**config.mk**
```make
export PLATFORM = sky130hd
export DESIGN_NAME = dcg_top
export DESIGN_NICKNAME = d
export VERILOG_FILES = /design/src/hw/dcg_pkg.sv /design/src/hw/dcg_clk_div.sv /design/src/hw/dcg_pin_mux.sv /design/src/hw/dcg_top.sv
export SDC_FILE = /design/constraint.sdc
export NUM_CORES = 1
export LEC_CHECK = 0
export ABC_CLOCK_PERIOD_IN_PS = 1800
export BUFFER_PORTS_ARGS = -buffer_cell sky130_fd_sc_hd__buf_4
export CAP_MARGIN = 0
export CORE_ASPECT_RATIO = 1.1
export CORE_UTILIZATION = 38
export CTS_CLUSTER_SIZE = 12
export DETAILED_ROUTE_END_ITERATION = 10
export PLACE_DENSITY = 0.81
export SLEW_MARGIN = 20
export SYNTH_ARGS = -nofsm -noshare
export SYNTH_HDL_FRONTEND = slang
export SYNTH_SLANG_ARGS = --single-unit
```
**constraint.sdc**
```tcl
create_clock -name clk -period 1.8 [get_ports clk]
set_input_delay 0.18 -clock clk [delete_from_list [all_inputs] [get_ports clk]]
set_output_delay 0.18 -clock clk [all_outputs]
set_load 0.02 [all_outputs]
```
**src/hw/dcg_pkg.sv**
```systemverilog
// Constants and types shared by the dual CAN glue block
// =====================================================================
package dcg_pkg;
  // ===================================================================
  // Address map
  localparam logic [23:0] SECOND_CAN_CONTROLLER_BASE      = 24'h00EE00;
  localparam logic [23:0] SECOND_CAN_CONTROLLER_LAST      = 24'h00EEFF;
  localparam logic [23:0] FIRST_CAN_CONTROLLER_BASE      = 24'h00EF00;
  localparam logic [23:0] FIRST_CAN_CONTROLLER_LAST      = 24'h00EFFF;
  localparam logic [23:0] MISC_ADDR      = 24'h00EB50;
  // ===================================================================
  // Peripheral enable register field positions
  localparam int          PEN_FIRST_CAN_CONTROLLER_POS   = 0;
  localparam int          PEN_SECOND_CAN_CONTROLLER_POS   = 1;
  localparam int          PEN_MISC_POS   = 2;
  localparam logic [2:0]  PEN_RESET      = 3'h1;
  // Misc control register field positions and reset value
  localparam int          MISC_PAR_POS   = 0;
  localparam int          MISC_HALF_POS  = 1;
  localparam logic [1:0]  MISC_RESET     = 2'h2;
  // ===================================================================
  // Timing
  localparam int          WAIT_STATES    = 2;
  localparam logic [1:0]  WAIT_LAST      = 2'(WAIT_STATES);
  localparam int          SEG_LINES_CAN  = 4;
  localparam logic [7:0]  SEG_MASK_CAN   = 8'h0F;
  localparam logic [7:0]  SEG_MASK_ALL   = 8'hFF;
  // Error flag and resync figures; the controllers own bit timing,
  // so the glue only carries these for them
  localparam int          ERR_FLAG_BITS  = 6;
  localparam int          RESYNC_MAX     = 10;
  localparam int          POST_FLAG_BIT  = 13;
  localparam logic [2:0]  SJW_MIN        = 3'h1;
  localparam logic [2:0]  SJW_MAX        = 3'h4;
  // Access state machine
  typedef enum logic [1:0] {DCG_IDLE, DCG_WAIT, DCG_DONE} dcg_state_t;
endpackage : dcg_pkg

```
**src/hw/dcg_clk_div.sv**
```systemverilog
// CAN clock enable generator: CPU rate or half rate
`timescale 1ns/10ps
`default_nettype none
module dcg_clk_div (
  // Clock and reset
  input  wire logic clk,
  input  wire logic rst_n,
  // Control
  input  wire logic halve,
  // Enable pulse out
  output logic      can_clk_en
);
  logic tog_q;
  logic tog_d;

  // Divider toggles every cycle; halve gates the enable to every other
  always_comb begin
    tog_d      = ~tog_q;
    can_clk_en = halve ? tog_q : 1'b1;
  end

  always_ff @(posedge clk) begin
    if (!rst_n) begin
      tog_q <= 1'b0;
    end else begin
      tog_q <= tog_d;
    end
  end
endmodule : dcg_clk_div
`default_nettype wire

```
**src/hw/dcg_pin_mux.sv**
```systemverilog
// Port 4 pin routing for two CAN controllers
`timescale 1ns/10ps
`default_nettype none
module dcg_pin_mux (
  // Routing controls
  input  wire logic       par_active,
  input  wire logic       first_can_controller_on,
  input  wire logic       second_can_controller_on,
  input  wire logic [3:0] port_open_drain_control,
  // Controller transmit lines
  input  wire logic       first_can_transmit_out,
  input  wire logic       second_can_transmit_out,
  // General I/O for lines four..seven
  input  wire logic [3:0] gpio_out,
  input  wire logic [3:0] gpio_oe,
  // Pin receive levels
  input  wire logic [3:0] pin_in,
  // Pin drive
  output logic      [3:0] pin_out,
  output logic      [3:0] pin_oe,
  // Receive lines to controllers
  output logic            first_can_controller_rx,
  output logic            second_can_controller_rx,
  // Freed line flags
  output logic      [3:0] freed
);
  logic tx_wired;

  // Index 0..3 stands for port four lines four..seven
  always_comb begin
    tx_wired = first_can_transmit_out & second_can_transmit_out;
    pin_out  = gpio_out;
    pin_oe   = gpio_oe;
    freed    = 4'hF;
    first_can_controller_rx  = 1'b1;
    second_can_controller_rx  = 1'b1;
    if (first_can_controller_on) begin
      freed[1] = 1'b0;
      freed[2] = 1'b0;
      first_can_controller_rx  = pin_in[1];
      // Line six carries the wired AND in parallel mode
      pin_out[2] = par_active ? tx_wired : first_can_transmit_out;
      // Open drain: drive only the dominant low
      pin_oe[2]  = port_open_drain_control[2] ? ~pin_out[2] : 1'b1;
    end
    if (second_can_controller_on && par_active) begin
      second_can_controller_rx = pin_in[1];
    end else if (second_can_controller_on) begin
      freed[0]   = 1'b0;
      freed[3]   = 1'b0;
      second_can_controller_rx    = pin_in[0];
      pin_out[3] = second_can_transmit_out;
      pin_oe[3]  = port_open_drain_control[3] ? ~pin_out[3] : 1'b1;
    end
  end
endmodule : dcg_pin_mux
`default_nettype wire

```
**src/hw/dcg_top.sv**
```systemverilog
// Dual CAN glue: window decode, enables, wait states, pins, clock
`timescale 1ns/10ps
`default_nettype none
module dcg_top (
  // Clock and reset
  input  wire logic        clk,
  input  wire logic        rst_n,
  // Global enable from the system config register
  input  wire logic        onchip_periph_global_enable,
  // Peripheral enable register write port
  input  wire logic        pen_we,
  input  wire logic [2:0]  pen_wdata,
  // Peripheral bus request
  input  wire logic        bus_req,
  input  wire logic        bus_we,
  input  wire logic [23:0] bus_addr,
  input  wire logic [1:0]  bus_be,
  input  wire logic [15:0] bus_wdata,
  // Peripheral bus answer
  output logic             bus_ready,
  output logic [15:0]      bus_rdata,
  output logic             bus_hit,
  // Controller access strobes
  output logic             first_can_controller_sel,
  output logic             second_can_controller_sel,
  output logic             can_we,
  output logic [1:0]       can_be,
  output logic [7:0]       can_addr,
  output logic [15:0]      can_wdata,
  input  wire logic [15:0] first_can_controller_rdata,
  input  wire logic [15:0] second_can_controller_rdata,
  // Controller enables and clock enable
  output logic             first_can_controller_active,
  output logic             second_can_controller_active,
  output logic             can_clk_en,
  // Controller transmit and receive
  input  wire logic        first_can_transmit_out,
  input  wire logic        second_can_transmit_out,
  output logic             first_can_controller_rx,
  output logic             second_can_controller_rx,
  // Port four lines four..seven
  input  wire logic [3:0]  port_open_drain_control,
  input  wire logic [3:0]  gpio_out,
  input  wire logic [3:0]  gpio_oe,
  input  wire logic [3:0]  pin_in,
  output logic [3:0]       pin_out,
  output logic [3:0]       pin_oe,
  output logic [3:0]       pin_freed,
  output logic [3:0]       pin_addr_allowed,
  // Segment address lines allowed on port four
  output logic [7:0]       seg_line_mask
);
  // ===================================================================
  // Register state
  logic [2:0]        pen_q;
  logic [2:0]        pen_d;
  logic [1:0]        misc_q;
  logic [1:0]        misc_d;
  dcg_pkg::dcg_state_t st_q;
  dcg_pkg::dcg_state_t st_d;
  logic [1:0]        wcnt_q;
  logic [1:0]        wcnt_d;
  logic [15:0]       rdata_q;
  logic [15:0]       rdata_d;
  logic              hit_q;
  logic              hit_d;
  logic [1:0]        tgt_q;
  logic [1:0]        tgt_d;

  // Decode signals
  logic in_first_can_controller;
  logic in_second_can_controller;
  logic in_misc;
  logic misc_ok;
  logic par_active;

  // Inclusive window compare, used for both controller windows
  function automatic logic in_win(input logic [23:0] a,
                                  input logic [23:0] lo,
                                  input logic [23:0] hi);
    in_win = (a >= lo) && (a <= hi);
  endfunction : in_win

  // ===================================================================
  // Enables and decode
  always_comb begin
    first_can_controller_active = onchip_periph_global_enable
                  & pen_q[dcg_pkg::PEN_FIRST_CAN_CONTROLLER_POS];
    second_can_controller_active = onchip_periph_global_enable
                  & pen_q[dcg_pkg::PEN_SECOND_CAN_CONTROLLER_POS];
    misc_ok     = onchip_periph_global_enable
                  & pen_q[dcg_pkg::PEN_MISC_POS];
    in_second_can_controller = in_win(bus_addr, dcg_pkg::SECOND_CAN_CONTROLLER_BASE, dcg_pkg::SECOND_CAN_CONTROLLER_LAST);
    in_first_can_controller = in_win(bus_addr, dcg_pkg::FIRST_CAN_CONTROLLER_BASE, dcg_pkg::FIRST_CAN_CONTROLLER_LAST);
    in_misc = (bus_addr == dcg_pkg::MISC_ADDR);
    // Parallel mode only counts with both controllers running
    par_active = misc_q[dcg_pkg::MISC_PAR_POS]
                 & first_can_controller_active & second_can_controller_active;
    // Only four segment lines once any CAN is in use
    seg_line_mask = (first_can_controller_active | second_can_controller_active)
                    ? dcg_pkg::SEG_MASK_CAN
                    : dcg_pkg::SEG_MASK_ALL;
  end

  // ===================================================================
  // Peripheral enable register, written by software
  always_comb begin
    pen_d = pen_q;
    if (pen_we) begin
      pen_d = pen_wdata;
    end
  end

  always_ff @(posedge clk) begin
    if (!rst_n) begin
      pen_q <= dcg_pkg::PEN_RESET;
    end else begin
      pen_q <= pen_d;
    end
  end

  // ===================================================================
  // Access sequencer: two wait states, then one ready cycle
  always_comb begin
    st_d    = st_q;
    wcnt_d  = wcnt_q;
    rdata_d = rdata_q;
    hit_d   = hit_q;
    tgt_d   = tgt_q;
    misc_d  = misc_q;
    case (st_q)
      dcg_pkg::DCG_IDLE: begin
        if (bus_req) begin
          // Disabled windows are never selected, but the access still runs its wait states
          tgt_d  = {in_second_can_controller & second_can_controller_active, in_first_can_controller & first_can_controller_active};
          hit_d  = (in_first_can_controller & first_can_controller_active) | (in_second_can_controller & second_can_controller_active)
                   | (in_misc & misc_ok);
          wcnt_d = 2'h1;
          st_d   = dcg_pkg::DCG_WAIT;
          if (in_misc && misc_ok && bus_we && bus_be[0]) begin
            misc_d = bus_wdata[1:0];
          end
          rdata_d = 16'h0000;
          if (in_misc && misc_ok) begin
            rdata_d = {14'h0000, misc_q};
          end
        end
      end
      dcg_pkg::DCG_WAIT: begin
        if (wcnt_q == dcg_pkg::WAIT_LAST) begin
          st_d = dcg_pkg::DCG_DONE;
          if (tgt_q[1]) begin
            rdata_d = second_can_controller_rdata;
          end else if (tgt_q[0]) begin
            rdata_d = first_can_controller_rdata;
          end
        end else begin
          wcnt_d = 2'(wcnt_q + 2'h1);
        end
      end
      dcg_pkg::DCG_DONE: begin
        st_d  = dcg_pkg::DCG_IDLE;
        tgt_d = 2'h0;
      end
      default: begin
        st_d = dcg_pkg::DCG_IDLE;
      end
    endcase
  end

  always_ff @(posedge clk) begin
    if (!rst_n) begin
      st_q    <= dcg_pkg::DCG_IDLE;
      wcnt_q  <= 2'h0;
      rdata_q <= 16'h0000;
      hit_q   <= 1'b0;
      tgt_q   <= 2'h0;
      misc_q  <= dcg_pkg::MISC_RESET;
    end else begin
      st_q    <= st_d;
      wcnt_q  <= wcnt_d;
      rdata_q <= rdata_d;
      hit_q   <= hit_d;
      tgt_q   <= tgt_d;
      misc_q  <= misc_d;
    end
  end

  // ===================================================================
  // Controller strobes: held through the wait states
  always_comb begin
    first_can_controller_sel  = (st_q == dcg_pkg::DCG_WAIT) & tgt_q[0];
    second_can_controller_sel  = (st_q == dcg_pkg::DCG_WAIT) & tgt_q[1];
    can_we    = bus_we;
    can_be    = bus_be;
    can_addr  = bus_addr[7:0];
    can_wdata = bus_wdata;
    bus_ready = (st_q == dcg_pkg::DCG_DONE);
    bus_rdata = rdata_q;
    bus_hit   = hit_q;
    // Freed lines may serve as I/O or I2C but never as address lines
    pin_addr_allowed = 4'h0;
  end

  // ===================================================================
  // Shared CAN clock enable
  dcg_clk_div u_div (
    .clk        (clk),
    .rst_n      (rst_n),
    .halve      (misc_q[dcg_pkg::MISC_HALF_POS]),
    .can_clk_en (can_clk_en)
  );

  // Pin routing; freed lines fall back to general I/O
  dcg_pin_mux u_mux (
    .par_active              (par_active),
    .first_can_controller_on                 (first_can_controller_active),
    .second_can_controller_on                 (second_can_controller_active),
    .port_open_drain_control (port_open_drain_control),
    .first_can_transmit_out  (first_can_transmit_out),
    .second_can_transmit_out (second_can_transmit_out),
    .gpio_out                (gpio_out),
    .gpio_oe                 (gpio_oe),
    .pin_in                  (pin_in),
    .pin_out                 (pin_out),
    .pin_oe                  (pin_oe),
    .first_can_controller_rx                 (first_can_controller_rx),
    .second_can_controller_rx                 (second_can_controller_rx),
    .freed                   (pin_freed)
  );
endmodule : dcg_top
`default_nettype wire

```
==> results list, run 1 <==
- FP Rows: 27
- The worst setup path is launched from a flip-flop.
- Counting flops with a built-in enable in the synthesized netlist gives 0.
- The first TritonRoute pass finished after 5 iterations.
* Overall global routing resource usage: 18.7%
- Start of the worst register-to-register path: wcnt_q[0]$_SDFFE_PN0P_
- The most critical setup path has its startpoint at pen_q[0]$_SDFFE_PN1P_.
- The number of global-route vias before repair was 1789.
- The worst setup path is captured at an output port.
- Hold WC Path Type: in -> reg
* Total negative slack for setup checks: 0 ns
- Weighted congestion reported at the end of routability-driven placement: 0.811
- Post-route clock period utilization: 94.8%
- Clock skew on the completed layout was measured at 0.00574 ns.
- Global-route wire length before repair: 8200 µm
- Area leader, netlist: sky130_fd_sc_hd__dfxtp_1
- For this block, the via count after detailed routing is 1894.
* Mean cell area of the mapped netlist: 8.65 µm²
- In this run the cell area of the synthesized design comes to 2020 µm².
- In this run the cell area measured after placement is 2710 µm².
- Area grow syn2layout: 40.0%
- Net count reported at finish: 428
- Beginning of the worst hold path: pen_wdata[0]
- In this run the tool buffered the top-level ports with 126 buffer cells.
- Outcome: finished, final reports clean
* Largest net degree at the start of global routing: 32
* Unrepaired setup endpoints after global routing: no
- Number of instances in the synthesized netlist: 234
- Synth cell types: 40
* Worst slew margin relative to its limit: 63.6%
- After layout, the worst setup slack is 0.0935 ns.
- Clock tree buffer depth: 2
- CTS clk-pin slew, worst paths: 0.06 ns
- Crit-path max cell delay: 0.35 ns
- Leaving out fill and tap cells, the most frequent cell in the layout is sky130_fd_sc_hd__buf_4.
- In this run the number of H-tree levels came out at 2.
- N_diodes: 0
- Hold Fails Final Rpt: 0
- The routed design has 5340 µm of wire.
- Detailed-placement wirelength estimate: 4160 µm
- Internal reg-to-reg setup slack: 0.34 ns
* Highest clock rate: 586 MHz
* Worst setup timing slack at the placement stage: 0.242 ns
- Warnings, synthesis: 0
- At the pin with the least slew margin, the transition time is 0.539 ns.
* Leading cell types in the layout, fill and taps excluded: 132 x sky130_fd_sc_hd__buf_4, 33 x sky130_fd_sc_hd__mux2i_1, 29 x sky130_fd_sc_hd__dfxtp_1, 22 x sky130_fd_sc_hd__nor2b_1, 17 x sky130_fd_sc_hd__nor2_1
- Worst ir drop on vdd: 0.510 mV
* Crit Reg-Reg Endpoint: bus_rdata[14]$_SDFFE_PN0P_
- Maximum fanout along the worst path: 7
- DIE HEIGHT: 78.6 µm
- The initial utilization of the core area, before any placement, comes to 40.0%.
* Detailed-route DRC error count: 0
- Fraction of the yosys area taken by sequential cells: 28.7%
* CTS tree: built
- Clock latency on the worst-skew pair: 0.28 ns
* Number of ports placed on the die boundary: 177
- After synthesis, the share of flip-flops with an asynchronous set or reset is 0%.
- Worst hold-check slack: 0.133 ns
* Area of the die: 5620 µm²
- Via density per instance: 4.92
* Power per unit of standard cell area: 630 nW/µm²
* Highest-delay cell along the critical path: sky130_fd_sc_hd__mux2_2
* Top cells by area in the synthesized netlist: sky130_fd_sc_hd__dfxtp_1 29%, sky130_fd_sc_hd__buf_4 17%, sky130_fd_sc_hd__mux2i_1 16%, sky130_fd_sc_hd__nor2b_1 6.8%, sky130_fd_sc_hd__nor2_1 3.2%
- In this run, synthesis produced a sequential element count of 29.
* Depth of the worst register-to-register path: 7
- Number of antenna violations at the first check in global routing: 0
- Filler cell count: 481
* Clock net sink count: 29
* Commonest register cell after synthesis: sky130_fd_sc_hd__dfxtp_1
* Share of post-route cells with drive strength above 1: 46.2%
- The analysis attributes to cell leakage a power of 1.33 nW.
- Max-slew violations: 0
- The cell sitting at the root of the clock tree is a sky130_fd_sc_hd__clkbuf_8.
- Total congestion overflow: 0
- Setup violators final: 0
- Total clock buffers created by CTS: 5
- At the worst endpoint, the arrival time is 1.53 ns.
- The top cell type by area accounts for 28.7% of the synthesized area.
- Across the run, the number of max-cap violations was 0.
- The critical path goes through nand2_2, inv_2, a21boi_4, mux2_2, buf_4.
- Remaining antenna violation count: 0
* Core Box Area: 5070 µm²
* Number of design-rule violations left by the first detailed-router iteration: 81
* Hold Buf Count CTS: 0
- Width of the die: 71.6 µm
- Non-Filler Cell Area, Final: 2840 µm²
- In this run the worst setup path terminates at pin_out[3].
- The worst path in the final design needs a cycle of 1.71 ns, including I/O delays and setup.
* Average wire per cell in the routed design: 13.9 µm
* CP Class: reg -> out
* Data required, critical path: 1.62 ns
[repair_timing]
| item | 4_1_cts | 5_1_grt |
|---|---|---|
| setup buffers | 0 | 2 |
| resized for setup | 2 | 1 |
| endpoints found under the setup margin | 1 | 1 |
| pin swaps | 0 | 1 |
[how the worst min path moves through the flow]
stage | slack (ns) | end | cells after the start
after floorplan | 0.31 | pen_q[0]$_SDFFE_PN1P_ | 2
after global placement | 0.36 | can_wdata[11] | 0
after detailed placement | 0.36 | can_wdata[11] | 0
after CTS | 0.13 | pen_q[0]$_SDFFE_PN1P_ | 3
after global routing | 0.14 | pen_q[0]$_SDFFE_PN1P_ | 3
final | 0.13 | pen_q[0]$_SDFFE_PN1P_ | 3
[state kept, by name (all words and copies together), names as in the netlist]
signal	flops
misc_q	2
tgt_q	2
pen_q	3
wcnt_q	2
st_q	2
bus_rdata	16
u_div.tog_q	1
bus_hit	1
[cells by family (layout without fill, tap and decap cells)]
| kind of cell | Yosys count | count (layout) | synth area share (%) |
|---|---|---|---|
| AND/OR/NAND/NOR | 87 | 87 | 23.9 |
| adder cells (fa/ha/maj) | 1 | 1 | 0.618 |
| flip-flops | 29 | 29 | 28.7 |
| buffers and inverters | 58 | 145 | 20.8 |
| multiplexers | 36 | 36 | 18.0 |
| other | 2 | 8 | 0.371 |
| AO/OA/AOI/OAI | 21 | 21 | 7.66 |
[final cells by class]
type	count	area, µm²	area share [%]
clock buffer	7	96.3	3.40
sequential	29	581	20.5
clock inverter	1	5.00	0.177
tap	58	72.6	2.56
inverter	4	15.0	0.530
multi-input combinational	153	1050	37.2
timing repair buffer	133	1010	35.7
[cell usage after synthesis, types with 3 or more instances]
cell type                  number
sky130_fd_sc_hd__buf_2          3
sky130_fd_sc_hd__and2_1         3
sky130_fd_sc_hd__mux2i_1       33
sky130_fd_sc_hd__nand2_1       13
sky130_fd_sc_hd__nor2b_1       22
sky130_fd_sc_hd__nor4_1         3
sky130_fd_sc_hd__a31oi_1        3
sky130_fd_sc_hd__clkbuf_1       3
sky130_fd_sc_hd__mux2_2         3
sky130_fd_sc_hd__inv_1          4
sky130_fd_sc_hd__o21ai_0        5
sky130_fd_sc_hd__nand2b_1       5
sky130_fd_sc_hd__nand3_1        7
sky130_fd_sc_hd__nor2_1        17
sky130_fd_sc_hd__and4_1         4
sky130_fd_sc_hd__dfxtp_1       29
sky130_fd_sc_hd__nand4_1        3
sky130_fd_sc_hd__buf_4         45
[where the power goes]
group / switching, mW / internal (mW) / total [mW]
combinational: 0.242 / 0.266 / 0.508
sequential: 0.0169 / 0.669 / 0.686
clock: 0.247 / 0.345 / 0.592
[metrics by stage]
step,util (%),std cells,power [mW]
2_1_floorplan,-,240,1.05
3_3_place_gp,53.5,375,1.19
3_5_place_dp,53.5,375,1.20
4_1_cts,55.5,383,1.80
5_1_grt,56.0,385,1.88
6_report,56.0,385,1.79
[critical path: cells and delay by family (launching register included)]
family	cells	cell delay (ns)
AOI/OAI and AO/OA	1	0.19
buffers and inverters	2	0.25
DFF	1	0.34
muxes	1	0.35
and+or+nand+nor	1	0.12
[layer usage]
| layer | vias up | share of wire (%) | global-route usage (%) |
|---|---|---|---|
| li1 | 933 | - | - |
| met1 | 875 | 40 | 22.4 |
| met2 | 75 | 52 | 31.9 |
| met3 | 11 | 6.6 | 4.75 |
| met4 | 0 | 1.5 | 7.45 |
| met5 | - | 0 | 0 |
(Power assumes the default switching activity.)
==> run 2, diff against run 1 <==
--- a/config.mk
+++ b/config.mk
@@ -5,14 +5,14 @@
 export SDC_FILE = /design/constraint.sdc
 export NUM_CORES = 1
 export LEC_CHECK = 0
-export ABC_CLOCK_PERIOD_IN_PS = 1800
+export ABC_CLOCK_PERIOD_IN_PS = 1500
 export BUFFER_PORTS_ARGS = -buffer_cell sky130_fd_sc_hd__buf_4
 export CAP_MARGIN = 0
 export CORE_ASPECT_RATIO = 1.1
-export CORE_UTILIZATION = 38
+export CORE_UTILIZATION = 35
 export CTS_CLUSTER_SIZE = 12
 export DETAILED_ROUTE_END_ITERATION = 10
-export PLACE_DENSITY = 0.81
+export PLACE_DENSITY = 0.78
 export SLEW_MARGIN = 20
 export SYNTH_ARGS = -nofsm -noshare
 export SYNTH_HDL_FRONTEND = slang
==> constraint.sdc (replaced) <==
create_clock -name clk -period 1.5 [get_ports clk]
set_input_delay 0.15 -clock clk [delete_from_list [all_inputs] [get_ports clk]]
set_output_delay 0.15 -clock clk [all_outputs]
set_load 0.02 [all_outputs]
==> results list, run 2 (synthesized netlist as in run 1, its figures left out) <==
- Maximum fanout along the worst path: 3 (was 7)
- The startpoint of the worst register-to-register path was st_q[1]$_SDFFE_PN0P_ (was wcnt_q[0]$_SDFFE_PN0P_).
- The data required time of the worst path was 1.35 ns (was 1.62 ns).
- The max-cap check violation count is 0 (unchanged).
* Net count reported at finish: 438 (was 428)
- The insertion delay to the later sink of the worst-skew pair came to 0.27 ns (was 0.28 ns).
- Total clock buffers created by CTS: 5 (unchanged)
- Worst Skew: 0.00284 ns (was 0.00574 ns)
- The worst path setup slack after routing is -0.0546 ns (was 0.0935 ns).
- The maximum level of the CTS H-tree was 2 (unchanged).
- The cell depth of the worst flop-to-flop path is 3 (was 7).
* Hold WC Path Type: in -> reg (unchanged)
* FP Rows: 28 (was 27)
* Worst setup SP type: flip-flop (unchanged)
- Post-Place Cells: 398 (was 375)
* Overall global routing resource usage: 17.3% (was 18.7%)
- The maximum root-to-sink buffer count came to 2 (unchanged).
* Highest clock rate: 643 MHz
- TritonRoute pass-1 iters: 4 (was 5)
* Number of antenna violations at the first check in global routing: 0 (unchanged)
- Crit-path max cell delay: 0.33 ns (was 0.35 ns)
* Power per unit of standard cell area: 707 nW/µm² (was 630 nW/µm²)
- Clock net sink count: 29 (unchanged)
- The final instance area is 3030 µm² (was 2840 µm²).
* Total negative slack for setup checks: -0.0998 ns (was 0 ns)
- Outcome: complete, but fails checks (was finished, final reports clean)
- Unrepaired setup endpoints after global routing: yes (was no).
* Data arrival time of the critical path: 1.40 ns (was 1.53 ns)
* Setup crit end kind: output port (unchanged)
- Number of ports placed on the die boundary: 177 (unchanged)
- Global-route wire length before repair: 8050 µm (was 8200 µm)
- Leading cell types in the layout, fill and taps excluded: 137 x sky130_fd_sc_hd__buf_4, 32 x sky130_fd_sc_hd__mux2i_1, 25 x sky130_fd_sc_hd__dfxtp_1, 21 x sky130_fd_sc_hd__nor2b_1, 15 x sky130_fd_sc_hd__nor2_1 (was 132 x sky130_fd_sc_hd__buf_4, 33 x sky130_fd_sc_hd__mux2i_1, 29 x sky130_fd_sc_hd__dfxtp_1, 22 x sky130_fd_sc_hd__nor2b_1, 17 x sky130_fd_sc_hd__nor2_1)
* Beginning of the worst hold path: pen_wdata[0] (unchanged)
* Post-route clock period utilization: 104%
- The count of endpoints failing setup in the final report came to 2 (was 0).
* Most common cell after layout, fill and taps aside: sky130_fd_sc_hd__buf_4 (unchanged)
* Highest-delay cell along the critical path: sky130_fd_sc_hd__dfxtp_2 (was sky130_fd_sc_hd__mux2_2)
- The buffering stage count on the worst path with inverters included came to 2 (unchanged).
- Post-layout min period: 1.55 ns
- Violations in the final reports: setup timing
- The CTS clock-pin slew for the worst setup and hold paths was 0.06 ns (about the same).
* Reported leakage power: 1.39 nW (was 1.33 nW)
- Average wire per cell in the routed design: 13.3 µm (was 13.9 µm)
* Detailed-placement wirelength estimate: 4090 µm (was 4160 µm)
* Width of the die: 74.5 µm (was 71.6 µm)
- The die area came to 6090 µm² (was 5620 µm²).
- The number of vias after detailed routing is 1921 (was 1894).
- Internal reg-to-reg setup slack: 0.07 ns (was 0.34 ns)
- CP Cell Sequence: and2_4, a21boi_4, buf_6, nor2_2, a31oi_2, buf_4 (was nand2_2, inv_2, a21boi_4, mux2_2, buf_4)
- Vias in the first global route: 1808 (was 1789)
- Worst ir drop on vdd: 0.397 mV (was 0.510 mV)
- The area added between synthesis and finish came to 49.6% (was 40.0%).
- Remaining antenna violation count: 0 (unchanged)
- The flip-flop count of the largest register, all copies and words added is 16 (unchanged).
- Share of post-route cells with drive strength above 1: 50.9% (was 46.2%)
- The number of buffers inserted for hold repair after clock tree synthesis is 0 (unchanged).
- Initial Utilization: 37.0% (was 40.0%)
- Number of design-rule violations left by the first detailed-router iteration: 39 (was 81)
* Cells on Worst Hold Path: 3 (unchanged)
- Endpoint, Worst Hold: pen_q[0]$_SDFFE_PN1P_ (unchanged)
- Total congestion overflow: 0 (unchanged)
- The number of inserted diodes came to 0 (unchanged).
- Crit Reg-Reg Endpoint: bus_hit$_SDFFE_PN0P_ (was bus_rdata[14]$_SDFFE_PN0P_)
- The clock root buffer master was sky130_fd_sc_hd__clkbuf_8 (unchanged).
- The cell type group with the largest total delay on the critical path is flip-flops (was multiplexers).
- Wirelength, routed: 5470 µm (was 5340 µm)
- The count of buffers from port buffering came to 126 (unchanged).
- Core Box Area: 5470 µm² (was 5070 µm²)
- Detailed-route DRC error count: 0 (unchanged)
- The post-layout instance count excluding filler cells was 411 (was 385).
- The TritonCTS clock tree is built (unchanged).
- The y dimension of the die was 81.8 µm (was 78.6 µm).
* Largest net degree at the start of global routing: 32 (unchanged)
* Weighted congestion reported at the end of routability-driven placement: 0.782 (was 0.811)
* Hold Fails Final Rpt: 0 (unchanged)
- The via-per-instance ratio was 4.67 (was 4.92).
- The placement-stage cell area is 2790 µm² (was 2710 µm²).
- The final number of max-transition violations was 0 (unchanged).
- CP Class: reg -> out (unchanged)
## run 2: cell types whose count changed in the layout (fill, tap and decap cells not counted), sizes merged
cell    delta
clkinv     -1
clkbuf     +2
buf        +8
## run 2: final cells by class
type	instances	area, µm²
Fill cell	527	2440
Timing Repair Buffer	143	1140
Multi-Input combinational cell	153	1110
Sequential cell	29	586
Tap cell	75	93.8
Clock buffer	7	86.3
Inverter	4	15.0
## run 2: per-layer routing
layer,global-route usage (%),wire length (µm)
met1,21.0,2320
met2,30.0,2800
met3,3.68,280
met4,6.04,64
met5,0,0
## run 2: how the worst max path moves through the flow
stage / start / end / slack [ns] / depth (start not counted)
floorplan: pen_q[0]$_SDFFE_PN1P_ / seg_line_mask[5] / -0.005 / 4
global placement: wcnt_q[0]$_SDFFE_PN0P_ / bus_rdata[11]$_SDFFE_PN0P_ / 0.13 / 7
detailed placement: st_q[1]$_SDFFE_PN0P_ / bus_hit$_SDFFE_PN0P_ / 0.09 / 3
CTS: pen_q[1]$_SDFFE_PN0P_ / pin_oe[3] / -0.06 / 6
global route: pen_q[1]$_SDFFE_PN0P_ / pin_oe[3] / -0.12 / 6
finish: pen_q[1]$_SDFFE_PN0P_ / pin_oe[3] / -0.05 / 6
## run 2: report_power, final
| group | internal (mW) | switching [mW] | total (mW) | leakage, nW |
|---|---|---|---|---|
| sequential | 0.805 | 0.0228 | 0.828 | 0.237 |
| clock | 0.363 | 0.280 | 0.643 | 0.0443 |
| combinational | 0.365 | 0.307 | 0.672 | 1.11 |
| total | 1.53 | 0.609 | 2.14 | 1.39 |
## run 2: worst min-delay path, cell delays in order
cell,delay [ns]
sky130_fd_sc_hd__buf_4,0.07
sky130_fd_sc_hd__mux2i_1,0.05
sky130_fd_sc_hd__nand2_1,0.06
## run 2: metrics by stage
step	hold WS, ns	util [%]	power, mW	setup slack, ns
after floorplan	0.278	-	1.26	-0.00466
after global placement	0.300	51.1	1.45	0.133
after detailed placement	0.300	51.1	1.46	0.0944
after CTS	0.0825	53.5	2.13	-0.0556
after global routing	0.117	55.4	2.26	-0.115
final	0.0902	55.4	2.14	-0.0546
## run 2: repair_timing
item	CTS	global route
setup buffers	2	2
endpoints found under the setup margin	4	16
cloned	0	2
pin swaps	1	1
resized for setup	10	11
==> run 3, diff against run 2 <==
--- a/config.mk
+++ b/config.mk
@@ -6,13 +6,14 @@
 export NUM_CORES = 1
 export LEC_CHECK = 0
 export ABC_CLOCK_PERIOD_IN_PS = 1500
-export BUFFER_PORTS_ARGS = -buffer_cell sky130_fd_sc_hd__buf_4
+export BUFFER_PORTS_ARGS = -buffer_cell sky130_fd_sc_hd__buf_2
 export CAP_MARGIN = 0
 export CORE_ASPECT_RATIO = 1.1
 export CORE_UTILIZATION = 35
 export CTS_CLUSTER_SIZE = 12
 export DETAILED_ROUTE_END_ITERATION = 10
 export PLACE_DENSITY = 0.78
+export REMOVE_ABC_BUFFERS = 1
 export SLEW_MARGIN = 20
 export SYNTH_ARGS = -nofsm -noshare
 export SYNTH_HDL_FRONTEND = slang
==> results list, run 3 (synthesized netlist as in run 1, its figures left out) <==
* Vias in the first global route: 1690 (was 1808)
* Number of antenna violations at the first check in global routing: 0 (unchanged)
* CTS clk-pin slew, worst paths: 0.06 ns (about the same)
- The detailed-routed wire length on met3 is 672 µm (was 280 µm).
* Clock latency on the worst-skew pair: 0.26 ns (was 0.27 ns)
- Detailed-route DRC error count: 0 (unchanged)
- Net count reported at finish: 437 (was 438)
- The critical-path maximum fanout is 4 (was 3).
- The part of the total power dissipated in the clock network is 31.0% (was 30.0%).
- Data arrival time of the critical path: 1.40 ns (about the same)
- The final weighted congestion in routability-driven placement was 0.719 (was 0.782).
- Unrepaired setup endpoints after global routing: yes (unchanged).
* Depth of the CTS H-tree: 2 (unchanged)
- The hold violation count in the final report came to 0 (unchanged).
- Overall global routing resource usage: 18.1% (was 17.3%)
- Depth of the worst register-to-register path: 6 (was 3)
- TritonRoute pass-1 iters: 4 (unchanged)
- The y dimension of the die came to 81.8 µm (unchanged).
- Reported max-cap violation count: 0 (unchanged)
* Worst ir drop on vdd: 0.497 mV (was 0.397 mV)
- Highest-delay cell along the critical path: sky130_fd_sc_hd__dfxtp_2 (unchanged)
- The count of routing violations after the opening detailed-route iteration was 56 (was 39).
- Total clock buffers created by CTS: 5 (unchanged)
- The share of power burned in combinational logic came to 27.6% (was 31.4%).
- Flip-flop count of the largest register, all copies and words added: 16 (unchanged)
- The count of endpoints failing setup in the final report came to 2 (unchanged).
- Area of the die: 6090 µm² (unchanged)
- CP Cell Sequence: nand2_1, inv_2, a21boi_4, buf_6, nor2_4, a31oi_2, buf_4 (was and2_4, a21boi_4, buf_6, nor2_2, a31oi_2, buf_4)
- The pin count of the biggest net entering global routing is 32 (unchanged).
- The number of vias after detailed routing is 1925 (was 1921).
- Remaining antenna violation count: 0 (unchanged)
- Total power draw: 2.00 mW (was 2.14 mW)
* Hold WC Path Type: in -> reg (unchanged)
* Top sig layer: met5 (was met4)
- Cells on Worst Hold Path: 3 (unchanged)
* Power per unit of standard cell area: 753 nW/µm² (was 707 nW/µm²)
- The area inside the core boundary is 5470 µm² (unchanged).
* Data required, critical path: 1.35 ns (about the same)
- Post-route clock period utilization: 103% (was 104%)
- Buffer type at the clock tree root: sky130_fd_sc_hd__clkbuf_8 (unchanged)
- Proportion of power drawn by flip-flops and latches: 41.4% (was 38.6%)
* Most common cell after layout, fill and taps aside: sky130_fd_sc_hd__buf_2 (was sky130_fd_sc_hd__buf_4)
- The number of primary I/O pins is 177 (unchanged).
- Total congestion overflow: 0 (unchanged)
* Detailed-placement wirelength estimate: 4500 µm (was 4090 µm)
- Total met2 wirelength after detailed routing: 2540 µm (was 2800 µm)
- The switching fraction of total power came to 28.7% (was 28.4%).
- The number of buffers inserted for hold repair after clock tree synthesis came to 0 (unchanged).
- Outcome: complete, but fails checks (unchanged)
- Crit-path max cell delay: 0.33 ns (about the same)
- The TritonCTS clock tree is built (unchanged).
- The worst path setup slack after routing was -0.0457 ns (was -0.0546 ns).
* Average wire per cell in the routed design: 13.7 µm (was 13.3 µm)
- Via density per instance: 4.70 (was 4.67)
- Net Switching: 0.574 mW (was 0.609 mW)
- The final period demand of the worst path came to 1.55 ns (about the same).
- The effective utilization at floorplan was 37.0% (unchanged).
- Max-slew violations: 0 (unchanged)
- The critical path capture point type is an output port (unchanged).
- The maximum root-to-sink buffer count came to 2 (unchanged).
- N_diodes: 0 (unchanged)
* Wirelength, routed: 5640 µm (was 5470 µm)
* FP Rows: 28 (unchanged)
- Leading cell types in the layout, fill and taps excluded: 125 x sky130_fd_sc_hd__buf_2, 32 x sky130_fd_sc_hd__mux2i_1, 25 x sky130_fd_sc_hd__dfxtp_1, 21 x sky130_fd_sc_hd__nor2b_1, 16 x sky130_fd_sc_hd__nor2_1 (was 137 x sky130_fd_sc_hd__buf_4, 32 x sky130_fd_sc_hd__mux2i_1, 25 x sky130_fd_sc_hd__dfxtp_1, 21 x sky130_fd_sc_hd__nor2b_1, 15 x sky130_fd_sc_hd__nor2_1).
- Worst hold-check slack: 0.103 ns (was 0.0902 ns)
* Area grow syn2layout: 31.1% (was 49.6%)
* CP Class: reg -> out (unchanged)
* Share of post-route cells with drive strength above 1: 50.4% (was 50.9%)
- The static power due to leakage is 1.29 nW (was 1.39 nW).
- The number of clock sinks seen by CTS is 29 (unchanged).
- The die width came to 74.5 µm (unchanged).
- The highest clock rate came to 647 MHz (was 643 MHz).
* Buffers on Ports: 126 (unchanged)
- Worst setup SP type: flip-flop (unchanged)
- Total negative slack for setup checks: -0.0600 ns (was -0.0998 ns)
- Total routed wire length on the met1 layer: 2320 µm (about the same)
- Violations in the final reports: setup timing (unchanged)
* Design internal power: 1.42 mW (was 1.53 mW)
- Worst Skew: 0.00280 ns (was 0.00284 ns)
- The first-pass GRT wire length came to 8210 µm (was 8050 µm).
[run 3: what timing repair did]
item / in CTS / in global routing
setup buffers: 2 / 2
pin swaps: 0 / 1
gates cloned: 0 / 1
resized for setup: 11 / 16
endpoints found under the setup margin: 4 / 19
[run 3: worst max-delay path, delay by kind of cell (launching register included)]
kind | cells | cell delay, ns
AOI/OAI and AO/OA | 2 | 0.32
buffers and inverters | 3 | 0.36
DFF | 1 | 0.33
and+or+nand+nor | 2 | 0.12
[run 3: per-stage QoR]
stage	area [µm²]	std cells	worst slack (ns)	util, %
2_1_floorplan	1640	186	-0.649	-
3_3_place_gp	2450	398	0.138	44.8
3_5_place_dp	2450	398	0.0893	44.8
4_1_cts	2570	407	-0.0315	47.1
5_1_grt	2650	410	-0.119	48.6
6_report	2650	410	-0.0457	48.6
[run 3: final timing paths]
kind / to / slack (ns) / startpoint
min: pen_q[0]$_SDFFE_PN1P_ / 0.10 / pen_wdata[0]
max: pin_oe[3] / -0.05 / pen_q[0]$_SDFFE_PN1P_
max reg2reg: bus_rdata[13]$_SDFFE_PN0P_ / 0.08 / wcnt_q[1]$_SDFFE_PN0P_
min reg2reg: u_div.tog_q$_SDFF_PN0_ / 0.41 / u_div.tog_q$_SDFF_PN0_
[run 3: final cells by class]
type / count / area, µm²
Clock buffer: 7 / 86.3
Fill cell: 527 / 2810
Inverter: 4 / 15.0
Multi-Input combinational cell: 153 / 1100
Sequential cell: 29 / 586
Tap cell: 75 / 93.8
Timing Repair Buffer: 142 / 772
[run 3: layer usage]
layer	up-vias	GRT usage, %
met2	96	27.5
li1	948	-
met5	-	7.41
met4	2	4.15
met1	871	21.6
met3	8	9.94
[run 3: power by group through the flow]
stage	clock network, mW	registers, mW	logic (mW)
floorplan	0	0.859	0.227
global placement	0	0.839	0.501
detailed placement	0	0.839	0.511
CTS	0.635	0.823	0.525
global route	0.678	0.831	0.601
finish	0.620	0.826	0.551
